`config.mk`:
```
export PLATFORM = sky130hd
export DESIGN_NAME = lowfreq_osc_control
export DESIGN_NICKNAME = d
export VERILOG_FILES = /design/src/lfo_pkg.sv /design/src/lfo_divider.sv /design/src/lowfreq_osc_control.sv
export SDC_FILE = /design/constraint.sdc
export NUM_CORES = 1
export LEC_CHECK = 0
export ABC_AREA = 0
export BUFFER_PORTS_ARGS = -buffer_cell sky130_fd_sc_hd__buf_2
export CORE_MARGIN = 3
export CORE_UTILIZATION = 45
export DETAILED_ROUTE_END_ITERATION = 7
export PLACE_DENSITY = 0.79
export SKIP_LAST_GASP = 1
export SLEW_MARGIN = 20
export SYNTH_ARGS = -nofsm -noshare
export SYNTH_HDL_FRONTEND = slang
export SYNTH_HIERARCHICAL = 1
export SYNTH_SLANG_ARGS = --single-unit
```
`constraint.sdc`:
```
create_clock -name clk_in -period 1.87 [get_ports clk_in]
set_input_delay 0.561 -clock clk_in [delete_from_list [all_inputs] [get_ports clk_in]]
set_output_delay 0.561 -clock clk_in [all_outputs]
set_load 0.02 [all_outputs]
```
`src/lfo_pkg.sv`:
```
`default_nettype none
package lfo_pkg;
   // Special-function register address of the control register.
   localparam logic [7:0] LFO_CTRL_ADDR = 8'h86;
   // Field positions within the control register.
   localparam int ON_BIT = 7;
   localparam int STABLE_BIT = 6;
   localparam int TUNE_LSB = 2;
   localparam int DIV_LSB = 0;
   // Values after reset.
   localparam logic ON_RESET = 1'h0;
   localparam logic [3:0] TUNE_RESET = 4'h0;
   localparam logic [1:0] DIV_RESET = 2'h0;
   // Divider select codes.
   localparam logic [1:0] DIV_BY_8 = 2'h0;
   localparam logic [1:0] DIV_BY_4 = 2'h1;
   localparam logic [1:0] DIV_BY_2 = 2'h2;
   localparam logic [1:0] DIV_BY_1 = 2'h3;
   // Nominal oscillator rate and the system clock rate.
   localparam int LFO_NOMINAL_KHZ = 80;
   localparam int CLK_KHZ = 50000;
   // Base half period in system cycles at the fastest tune setting.
   localparam int HALF_BASE_CYCLES = CLK_KHZ / (2 * LFO_NOMINAL_KHZ);
   // Extra half-period cycles added per tune step.
   localparam int TUNE_STEP_CYCLES = 8;
   // Number of raw oscillator half-period ticks before the output counts as stable.
   localparam int SETTLE_CYCLES = 16;
endpackage
`default_nettype wire

```
`src/lfo_divider.sv`:
```
`default_nettype none
// Glitch-free divider of the oscillator enable ticks; it produces the
// divided clock level and one-cycle pulses at its rising and falling edges.
module lfo_divider
   import lfo_pkg::*;
(
   input wire logic clk_in,
   input wire logic rst_in,
   input wire logic tick_in,
   input wire logic [1:0] div_sel_in,
   output logic level_out,
   output logic rise_out,
   output logic fall_out
);
   // Free-running count of raw oscillator half-period ticks.
   logic [3:0] count;
   // Selection in force; it only changes at a boundary of the slowest
   // division so the output never shows a runt pulse.
   logic [1:0] active_sel;
   logic next_level;

   // The output bit follows the count bit that matches the selection.
   always_comb begin
      unique case (active_sel)
         DIV_BY_8: next_level = count[3];
         DIV_BY_4: next_level = count[2];
         DIV_BY_2: next_level = count[1];
         DIV_BY_1: next_level = count[0];
      endcase
   end

   // Count raw ticks; the selection is latched only when the count wraps.
   always_ff @(posedge clk_in) begin
      if (rst_in) begin
         count <= 4'h0;
         active_sel <= DIV_RESET;
      end else if (tick_in) begin
         count <= count + 4'h1;
         if (count == 4'hF) begin
            active_sel <= div_sel_in;
         end
      end
   end

   // Output level register and edge pulses for capture logic.
   always_ff @(posedge clk_in) begin
      if (rst_in) begin
         level_out <= 1'b0;
         rise_out <= 1'b0;
         fall_out <= 1'b0;
      end else begin
         level_out <= next_level;
         rise_out <= next_level & ~level_out;
         fall_out <= ~next_level & level_out;
      end
   end
endmodule
`default_nettype wire

```
`src/lowfreq_osc_control.sv`:
```
`default_nettype none
module lowfreq_osc_control
   import lfo_pkg::*;
#(
   parameter int COUNT_WIDTH = 16
)(
   input wire logic clk_in,
   input wire logic rst_in,
   input wire logic [7:0] sfr_addr_in,
   input wire logic sfr_wr_in,
   input wire logic [7:0] sfr_wdata_in,
   output logic [7:0] sfr_rdata_out,
   input wire logic t2_capture_mode_in,
   input wire logic t3_capture_mode_in,
   input wire logic [COUNT_WIDTH-1:0] t2_count_in,
   input wire logic [COUNT_WIDTH-1:0] t3_count_in,
   output logic [COUNT_WIDTH-1:0] t2_reload_out,
   output logic [COUNT_WIDTH-1:0] t3_reload_out,
   output logic t2_capture_out,
   output logic t3_capture_out,
   output logic lfo_clk_out
);
   // Control register fields.
   logic lowfreq_osc_on;
   logic [3:0] lowfreq_fine_tune;
   logic [1:0] lowfreq_div_sel;
   // Ready flag and its two-stage synchroniser.
   logic lowfreq_osc_stable;
   logic stable_meta;
   logic stable_sync;
   // Oscillator model: half-period counter and raw tick.
   logic [11:0] half_count;
   logic [11:0] half_limit;
   logic raw_tick;
   // Settling counter of raw ticks since reset or divider change.
   logic [4:0] settle_count;
   logic ctrl_write;
   logic div_change;
   logic div_rise;
   logic div_fall;

   assign ctrl_write = sfr_wr_in && (sfr_addr_in == LFO_CTRL_ADDR);
   assign div_change = ctrl_write &&
      (sfr_wdata_in[DIV_LSB +: 2] != lowfreq_div_sel);

   // Register writes; the ready bit is read-only and ignores writes.
   always_ff @(posedge clk_in) begin
      if (rst_in) begin
         lowfreq_osc_on <= ON_RESET;
         lowfreq_fine_tune <= TUNE_RESET;
         lowfreq_div_sel <= DIV_RESET;
      end else if (ctrl_write) begin
         lowfreq_osc_on <= sfr_wdata_in[ON_BIT];
         lowfreq_fine_tune <= sfr_wdata_in[TUNE_LSB +: 4];
         lowfreq_div_sel <= sfr_wdata_in[DIV_LSB +: 2];
      end
   end

   // Larger tune codes lengthen the half period step by step.
   assign half_limit = 12'(HALF_BASE_CYCLES) +
      12'(lowfreq_fine_tune) * 12'(TUNE_STEP_CYCLES);

   // The oscillator ticks only while enabled; off it holds at zero.
   always_ff @(posedge clk_in) begin
      if (rst_in || !lowfreq_osc_on) begin
         half_count <= 12'h000;
         raw_tick <= 1'b0;
      end else if (half_count >= half_limit - 12'h001) begin
         half_count <= 12'h000;
         raw_tick <= 1'b1;
      end else begin
         half_count <= half_count + 12'h001;
         raw_tick <= 1'b0;
      end
   end

   lfo_divider u_div (
      .clk_in(clk_in),
      .rst_in(rst_in),
      .tick_in(raw_tick),
      .div_sel_in(lowfreq_div_sel),
      .level_out(lfo_clk_out),
      .rise_out(div_rise),
      .fall_out(div_fall)
   );

   // Settling: the flag sets after enough oscillator ticks, and once set
   // clears only on reset or a changed divider code; disabling the
   // oscillator alone does not clear it.
   always_ff @(posedge clk_in) begin
      if (rst_in || div_change) begin
         settle_count <= 5'h00;
         lowfreq_osc_stable <= 1'b0;
      end else if (raw_tick && !lowfreq_osc_stable) begin
         if (settle_count == 5'(SETTLE_CYCLES - 1)) begin
            lowfreq_osc_stable <= 1'b1;
         end
         settle_count <= settle_count + 5'h01;
      end
   end

   // Two flip-flops put the flag in the register read path; this
   // mirrors the analog flag crossing and costs two cycles of latency.
   always_ff @(posedge clk_in) begin
      if (rst_in) begin
         stable_meta <= 1'b0;
         stable_sync <= 1'b0;
      end else begin
         stable_meta <= lowfreq_osc_stable;
         stable_sync <= stable_meta;
      end
   end

   // Read data; other addresses read zero.
   always_ff @(posedge clk_in) begin
      if (rst_in) begin
         sfr_rdata_out <= 8'h00;
      end else if (sfr_addr_in == LFO_CTRL_ADDR) begin
         sfr_rdata_out <= {lowfreq_osc_on, stable_sync,
            lowfreq_fine_tune, lowfreq_div_sel};
      end else begin
         sfr_rdata_out <= 8'h00;
      end
   end

   // Capture events: timer 2 on falling edges, timer 3 on rising edges.
   assign t2_capture_out = t2_capture_mode_in && div_fall;
   assign t3_capture_out = t3_capture_mode_in && div_rise;

   // Capture copies the running count, both bytes, into the reload
   // registers; software subtracts successive values to find the period.
   always_ff @(posedge clk_in) begin
      if (rst_in) begin
         t2_reload_out <= '0;
         t3_reload_out <= '0;
      end else begin
         if (t2_capture_out) begin
            t2_reload_out <= t2_count_in;
         end
         if (t3_capture_out) begin
            t3_reload_out <= t3_count_in;
         end
      end
   end

   // Ready never falls except after reset or a divider code change.
   property p_stable_hold;
      @(posedge clk_in) disable iff (rst_in)
      (lowfreq_osc_stable && !div_change) |=> lowfreq_osc_stable;
   endproperty
   a_stable_hold: assert property (p_stable_hold)
      else $error("Ready flag dropped without a divider change.");

   // A divider change clears ready on the next cycle.
   property p_stable_clear;
      @(posedge clk_in) disable iff (rst_in)
      div_change |=> !lowfreq_osc_stable;
   endproperty
   a_stable_clear: assert property (p_stable_clear)
      else $error("Ready flag not cleared by divider change.");

   // The read path shows the flag two cycles late.
   property p_sync_delay;
      @(posedge clk_in) disable iff (rst_in)
      ##2 stable_sync == $past(lowfreq_osc_stable, 2);
   endproperty
   a_sync_delay: assert property (p_sync_delay)
      else $error("Ready synchroniser latency wrong.");

   // No tick while disabled.
   property p_off_quiet;
      @(posedge clk_in) disable iff (rst_in)
      !lowfreq_osc_on |=> !raw_tick;
   endproperty
   a_off_quiet: assert property (p_off_quiet)
      else $error("Oscillator ticked while disabled.");

   // Timer 2 capture only on a falling output edge.
   property p_t2_edge;
      @(posedge clk_in) disable iff (rst_in)
      t2_capture_out |-> ($past(lfo_clk_out) && !lfo_clk_out);
   endproperty
   a_t2_edge: assert property (p_t2_edge)
      else $error("Timer 2 captured off a falling edge.");

   // Timer 3 capture only on a rising output edge.
   property p_t3_edge;
      @(posedge clk_in) disable iff (rst_in)
      t3_capture_out |-> (!$past(lfo_clk_out) && lfo_clk_out);
   endproperty
   a_t3_edge: assert property (p_t3_edge)
      else $error("Timer 3 captured off a rising edge.");

   // Captured reload equals the count at the event.
   property p_t2_copy;
      @(posedge clk_in) disable iff (rst_in)
      t2_capture_out |=> t2_reload_out == $past(t2_count_in);
   endproperty
   a_t2_copy: assert property (p_t2_copy)
      else $error("Timer 2 reload not loaded from count.");

   // A larger tune code gives a longer half period, so the order of
   // the codes holds for any step size from 1 to 252 cycles.
   property p_tune_mono;
      @(posedge clk_in) disable iff (rst_in)
      (lowfreq_fine_tune > $past(lowfreq_fine_tune)) |->
         half_limit > $past(half_limit);
   endproperty
   a_tune_mono: assert property (p_tune_mono)
      else $error("Tune setting does not map monotonically.");

   // Divide by one toggles the output two cycles after each raw tick:
   // one cycle to step the count and one for the output register.
   property p_div1;
      @(posedge clk_in) disable iff (rst_in)
      (raw_tick && u_div.active_sel == DIV_BY_1) |=> ##1
         lfo_clk_out != $past(lfo_clk_out);
   endproperty
   a_div1: assert property (p_div1)
      else $error("Divide by one output did not toggle.");
endmodule
`default_nettype wire

```
==> results.txt, run 1 <==
Status - finished clean
Die Y - 88.0 um
# Post-CTS Setup Buffers - 0
Sw Pwr - 0.000646 W
Async SR Flop Fraction - 0
Seq/Total Area, Yosys - 0.509
Multiplexer area fraction after synthesis - 0.0244
Synth Area in Simple Gates - 0.224
Pint - 0.00235 W
Hold slack - 0.428 ns
Clock Path Buffers - 2
Final setup fails - 0
Die ar. - 7750 sq um
Final Wtd Congestion - 0.778
Highest clock rate - 549 MHz
Routed WL - 7050 um
R2R setup slack - 0.05 ns
Cell Pwr Density - 764 nW/um^2
Worst Setup SP - lowfreq_fine_tune[1]
RSZ-0062 raised after global routing - true
Vias in the first global route - 2515
Initial DRC count - 81
Hold-fix buffers at CTS - 0
Final Slew Violations - 0
CTS tree - built
Worst stage delay on the critical path - 0.33 ns
Buffers on Ports - 94
Sequential share of power - 0.547
Critical path's top delay family - adder cells
Reg2reg path depth - 7
Synth Area per Inst - 9.07 sq um
Hold endpoint - sfr_rdata_out[6]
FF-to-FF End - half_count[8]
Die width - 88.0 um
Largest family of logic cells by synthesized area - simple AND/OR/NAND/NOR gates
FP Rows - 29
H-tree depth - 3
Clock latency at the later pin of the worst-skew pair - 0.34 ns
Initial antenna violation count - 0
Initial Utilization - 0.472
Final antenna-violating net count - 0
Max-cap viol count - 0
Yosys cell types - 45
# DRC - 0
Largest net degree at the start of global routing - 64
Final nets - 509
Cts bufs inserted - 9
Leak - 1.59 nW
Vias - 2759
VDD IR-drop max - 0.686 mV
Synthesized area - 3030 sq um
Most common cell after layout, fill and taps aside - buf_2
Worst Path Arrival - 2.07 ns
First-pass GRT wire length - 11000 um
HP Start - stable_sync
Adder-Cell Fraction of Synth Area - 0.0413
CP endpoint kind - flop
Ant. Diodes - 0
Crit path required time - 2.12 ns
Most frequent cells in the layout - 94 x buf_2, 77 x dfxtp_1, 70 x nand2_1
Critical-path cell list - inv_1 > ha_1 > ha_1 > a21oi_2 > o221ai_1 > buf_4 > a211oi_1
CP max stage cell - dfxtp_1
Ys Warns - 6
Yosys reg bits - 77
Layout Cells excl Fill - 528
Hold Path Stages - 1
Most used cell, CP - ha_1
HP Class - flop to flop
Sink Count - 77
EDFF count, synth - 0
Layout cell share with drive strength beyond 1 - 0.310
Synth Area in Compound Gates - 0.143
Most used DFF post-synth - dfxtp_1
Router iterations before antenna repair - 4
Dpl hpwl - 5050 um
Final hold vios - 0
Synthesized instance count - 334
Logic pwr share - 0.041
Worst Skew - 0.00566 ns
Total gr overflow - 0
Switching share of power - 0.216
Wire per inst - 13.4 um
Critical setup path kind - flop to flop
Routed vias/inst - 5.23
Minimum clock period - 1.82 ns
Fin crit share - 0.974
Xor/xnor share of the synthesized area - 0.0260
Area growth, synth to finish - 29.5%
Worst r2r src - lowfreq_fine_tune[1]
Root Driver - clkbuf_8
Max FO, Critical Path - 10
Clk pwr share - 0.412
Worst-path clk slew - 0.08 ns
Io pins - 96
Inst Count DP - 512
CP Launch Type - flop
# fillers - 561
Core area - 6420 sq um
GRT Resource Usage Total - 0.179
CP Buf/Inv Count - 2
[worst max-delay path by stage]
stage / end / slack (ns) / depth (start not counted)
6_report: half_count[8] / 0.05 / 7
4_1_cts: half_count[8] / 0.06 / 7
3_3_place_gp: settle_count[4] / -0.02 / 5
3_5_place_dp: settle_count[4] / -0.03 / 5
5_1_grt: half_count[6] / -0.007 / 7
2_1_floorplan: half_count[6] / 0.05 / 8
[metal layers]
layer | share of wire | track usage
met5 | 0 | 0
met4 | 0.010 | 0.0481
met3 | 0.053 | 0.0602
met2 | 0.51 | 0.305
met1 | 0.43 | 0.216
[power groups by stage]
stage,clock network [W],logic (W),registers (W)
after detailed placement,0,0.000122,0.00168
after global routing,0.00133,0.000134,0.00164
after floorplan,0,0.0000430,0.00168
after global placement,0,0.000121,0.00168
after CTS,0.00126,0.000122,0.00164
final,0.00123,0.000123,0.00164
[what timing repair did]
item                                    4_1_cts  5_1_grt
resized for setup                             1        2
endpoints found under the hold margin         0        0
endpoints found under the setup margin        1       11
[final cells by class]
cell class	count	area (sq um)	share of cell area
Timing Repair Buffer	116	648	0.165
Clock inverter	4	47.5	0.0121
Inverter	9	33.8	0.00861
Clock buffer	12	145	0.0370
Multi-Input combinational cell	233	1410	0.359
Tap cell	77	96.3	0.0246
Sequential cell	77	1540	0.393
[registers in the layout, summed over array words and instances, names as in the netlist]
name,flops
t2_reload_out,16
t3_reload_out,16
half_count,12
sfr_rdata_out,8
settle_count,5
lowfreq_fine_tune,4
u_div/count,4
lowfreq_div_sel,2
u_div/active_sel,2
lowfreq_osc_on,1
lowfreq_osc_stable,1
raw_tick,1
stable_meta,1
stable_sync,1
u_div/fall_out,1
u_div/level_out,1
u_div/rise_out,1
[worst reg2reg max path, cell delays in order (launching register included)]
cell      delay [ns]
dfxtp_1         0.33
inv_1           0.06
ha_1            0.30
ha_1            0.30
a21oi_2         0.20
o221ai_1        0.14
buf_4           0.19
a211oi_1        0.21
[Yosys cell counts (6+ instances only)]
cell type / n / area, sq um
ha_1: 10 / 125
nor2b_1: 6 / 37.5
o21ai_0: 6 / 30.0
dfxtp_1: 77 / 1540
nor3_1: 11 / 55.1
nand4_1: 9 / 56.3
clkbuf_1: 13 / 48.8
o31ai_1: 9 / 67.6
a211oi_1: 6 / 45.0
inv_1: 7 / 26.3
nand2_1: 70 / 263
nand3_1: 6 / 30.0
a21oi_1: 43 / 215
[cell families after synthesis]
group / Yosys count
AOI/OAI and AO/OA: 71
xor gates and xnor gates: 9
adders and majority gates: 10
buffers and inverters: 25
DFF: 77
muxes: 6
other: 1
and+or+nand+nor: 135
[per-stage QoR]
| stage | utilization | power, W | worst slack [ns] | TNS, ns | area, sq um |
|---|---|---|---|---|---|
| final | 0.611 | 0.00300 | 0.0482 | 0 | 3920 |
| after global routing | 0.611 | 0.00311 | -0.00730 | -0.00730 | 3920 |
| after CTS | 0.609 | 0.00303 | 0.0573 | 0 | 3910 |
| after detailed placement | 0.579 | 0.00180 | -0.0346 | -0.152 | 3720 |
| after global placement | 0.579 | 0.00180 | -0.0202 | -0.0240 | 3720 |
| after floorplan | - | 0.00172 | 0.0534 | 0 | 3030 |
(Power assumes the default switching activity.)
==> run 2: changes to the inputs <==
==> constraint.sdc (replaced) <==
create_clock -name clk_in -period 1.5 [get_ports clk_in]
set_input_delay 0.45 -clock clk_in [delete_from_list [all_inputs] [get_ports clk_in]]
set_output_delay 0.45 -clock clk_in [all_outputs]
set_load 0.02 [all_outputs]
==> results.txt, run 2 (synthesis results as in run 1) <==
First-pass GRT wire length - 11300 um (was 11000 um)
Worst Path Arrival - 2.03 ns (was 2.07 ns)
CP Launch Type - flop (unchanged)
CP max stage cell - dfxtp_2 (was dfxtp_1)
Worst stage delay on the critical path - 0.35 ns (was 0.33 ns)
Setup slack at placement - -0.336 ns (was -0.0346 ns)
Wire per inst - 13.0 um (was 13.4 um)
Initial antenna violation count - 0 (unchanged)
Largest net degree at the start of global routing - 42 (was 64)
Io pins - 96 (unchanged)
Routed vias/inst - 5.13 (was 5.23)
# DRC - 0 (unchanged)
Sw Pwr - 0.000814 W (was 0.000646 W)
Final hold vios - 0 (unchanged)
GRT Resource Usage Total - 0.185 (was 0.179)
Clock latency at the later pin of the worst-skew pair - 0.34 ns (about the same)
Pint - 0.00282 W (was 0.00235 W)
Logic pwr share - 0.046 (was 0.041)
Status - complete, but fails checks (was finished clean)
Critical setup path kind - flop to flop (unchanged)
Area growth, synth to finish - 35.5% (was 29.5%)
Ant. Diodes - 0 (unchanged)
Inst Count DP - 522 (was 512)
Layout Cells excl Fill - 542 (was 528)
Worst r2r src - lowfreq_fine_tune[1] (unchanged)
Total gr overflow - 0 (unchanged)
CP endpoint kind - flop (unchanged)
Worst Setup SP - lowfreq_fine_tune[1] (unchanged)
Crit path required time - 1.79 ns (was 2.12 ns)
Most frequent cells in the layout - 94 x buf_2, 75 x dfxtp_1, 69 x nand2_1 (was 94 x buf_2, 77 x dfxtp_1, 70 x nand2_1)
H-tree depth - 3 (unchanged)
Buffers on Ports - 94 (unchanged)
Fin crit share - 1.16 (was 0.974)
HP Class - input port to flop (was flop to flop)
Cell Pwr Density - 885 nW/um^2 (was 764 nW/um^2)
Worst Skew - 0.00563 ns (was 0.00566 ns)
Sink Count - 77 (unchanged)
Initial Utilization - 0.472 (unchanged)
# fillers - 537 (was 561)
Max-cap viol count - 0 (unchanged)
VDD IR-drop max - 0.593 mV (was 0.686 mV)
Final setup TNS - -2.41 ns (was 0 ns)
Layout cell share with drive strength beyond 1 - 0.374 (was 0.310)
Most common cell after layout, fill and taps aside - buf_2 (unchanged)
Switching share of power - 0.224 (was 0.216)
Highest clock rate - 574 MHz (was 549 MHz)
CTS tree - built (unchanged)
Final antenna-violating net count - 0 (unchanged)
Clk pwr share - 0.391 (was 0.412)
Critical-path cell list - inv_2 > ha_4 > xor2_2 > ha_1 > nand3_2 > o31ai_2 > buf_4 > o21a_1 (was inv_1 > ha_1 > ha_1 > a21oi_2 > o221ai_1 > buf_4 > a211oi_1)
Failing checks - negative setup slack
Vias in the first global route - 2618 (was 2515)
Final nets - 523 (was 509)
Worst-path clk slew - 0.08 ns (about the same)
Hold-fix buffers at CTS - 0 (unchanged)
Final setup fails - 11 (was 0)
Router iterations before antenna repair - 4 (unchanged)
Leak - 1.66 nW (was 1.59 nW)
RSZ-0062 raised after global routing - true (unchanged)
FP Rows - 29 (unchanged)
Vias - 2782 (was 2759)
CP Buf/Inv Count - 2 (unchanged)
Sequential share of power - 0.563 (was 0.547)
Die width - 88.0 um (unchanged)
Core area - 6420 sq um (unchanged)
Final total power - 0.00363 W (was 0.00300 W)
Regs by FF count - t2_reload_out x16, t3_reload_out x16, half_count x12 (unchanged)
Minimum clock period - 1.74 ns (was 1.82 ns)
HP Start - t2_count_in[6] (was stable_sync)
Die Y - 88.0 um (unchanged)
Cts bufs inserted - 9 (unchanged)
Routed WL - 7070 um (was 7050 um)
Dpl hpwl - 5290 um (was 5050 um)
Clock Path Buffers - 2 (unchanged)
Final worst slack - -0.242 ns (was 0.0482 ns)
Root Driver - clkbuf_8 (unchanged)
Final Slew Violations - 0 (unchanged)
Final Wtd Congestion - 0.817 (was 0.778)
Hold slack - 0.336 ns (was 0.428 ns)
Die ar. - 7750 sq um (unchanged)
Initial DRC count - 80 (was 81)
Max FO, Critical Path - 5 (was 10)
Critical path's top delay family - adder cells (unchanged)
## run 2: repair_timing
action / in CTS / in global routing
pin swaps: 7 / 5
buffers inserted: 2 / 2
endpoints found under the setup margin: 11 / 17
resized for setup: 9 / 6
## run 2: final cells by class
| type | instances | area [sq um] | share of cell area |
|---|---|---|---|
| clock inverters | 5 | 33.8 | 0.00823 |
| well taps | 77 | 96.3 | 0.0235 |
| flip-flops and latches | 77 | 1540 | 0.376 |
| repair buffers | 130 | 757 | 0.184 |
| clock buffers | 11 | 151 | 0.0369 |
| inverters | 9 | 33.8 | 0.00823 |
| multi-input cells | 233 | 1490 | 0.363 |
## run 2: per-stage QoR
step	util	cell area, sq um
after floorplan	-	3090
after global placement	0.596	3830
after detailed placement	0.596	3830
after CTS	0.633	4060
after global routing	0.639	4100
final	0.639	4100
## run 2: path summary, 6_finish.rpt
| path | to | slack (ns) | cells past startpoint |
|---|---|---|---|
| max | raw_tick | -0.24 | 8 |
| min reg2reg | sfr_rdata_out[6] | 0.43 | 1 |
| min | t2_reload_out[6] | 0.34 | 3 |
| max reg2reg | raw_tick | -0.24 | 8 |
## run 2: power by group through the flow
stage / registers [W] / clock network [W] / logic, W
after CTS: 0.00205 / 0.00147 / 0.000165
after global routing: 0.00205 / 0.00154 / 0.000181
after global placement: 0.00209 / 0 / 0.000159
after detailed placement: 0.00209 / 0 / 0.000163
after floorplan: 0.00209 / 0 / 0.0000581
final: 0.00205 / 0.00142 / 0.000166
## run 2: layer usage
metal,GRT usage,wire (um)
met4,0.0838,127
met2,0.322,3440
met3,0.0461,458
met5,0,0
met1,0.213,3040
## run 2: worst min-delay path, cell delays in order
cell and delay, ns:
buf_2 0.09, nand2_1 0.04, a21oi_1 0.05
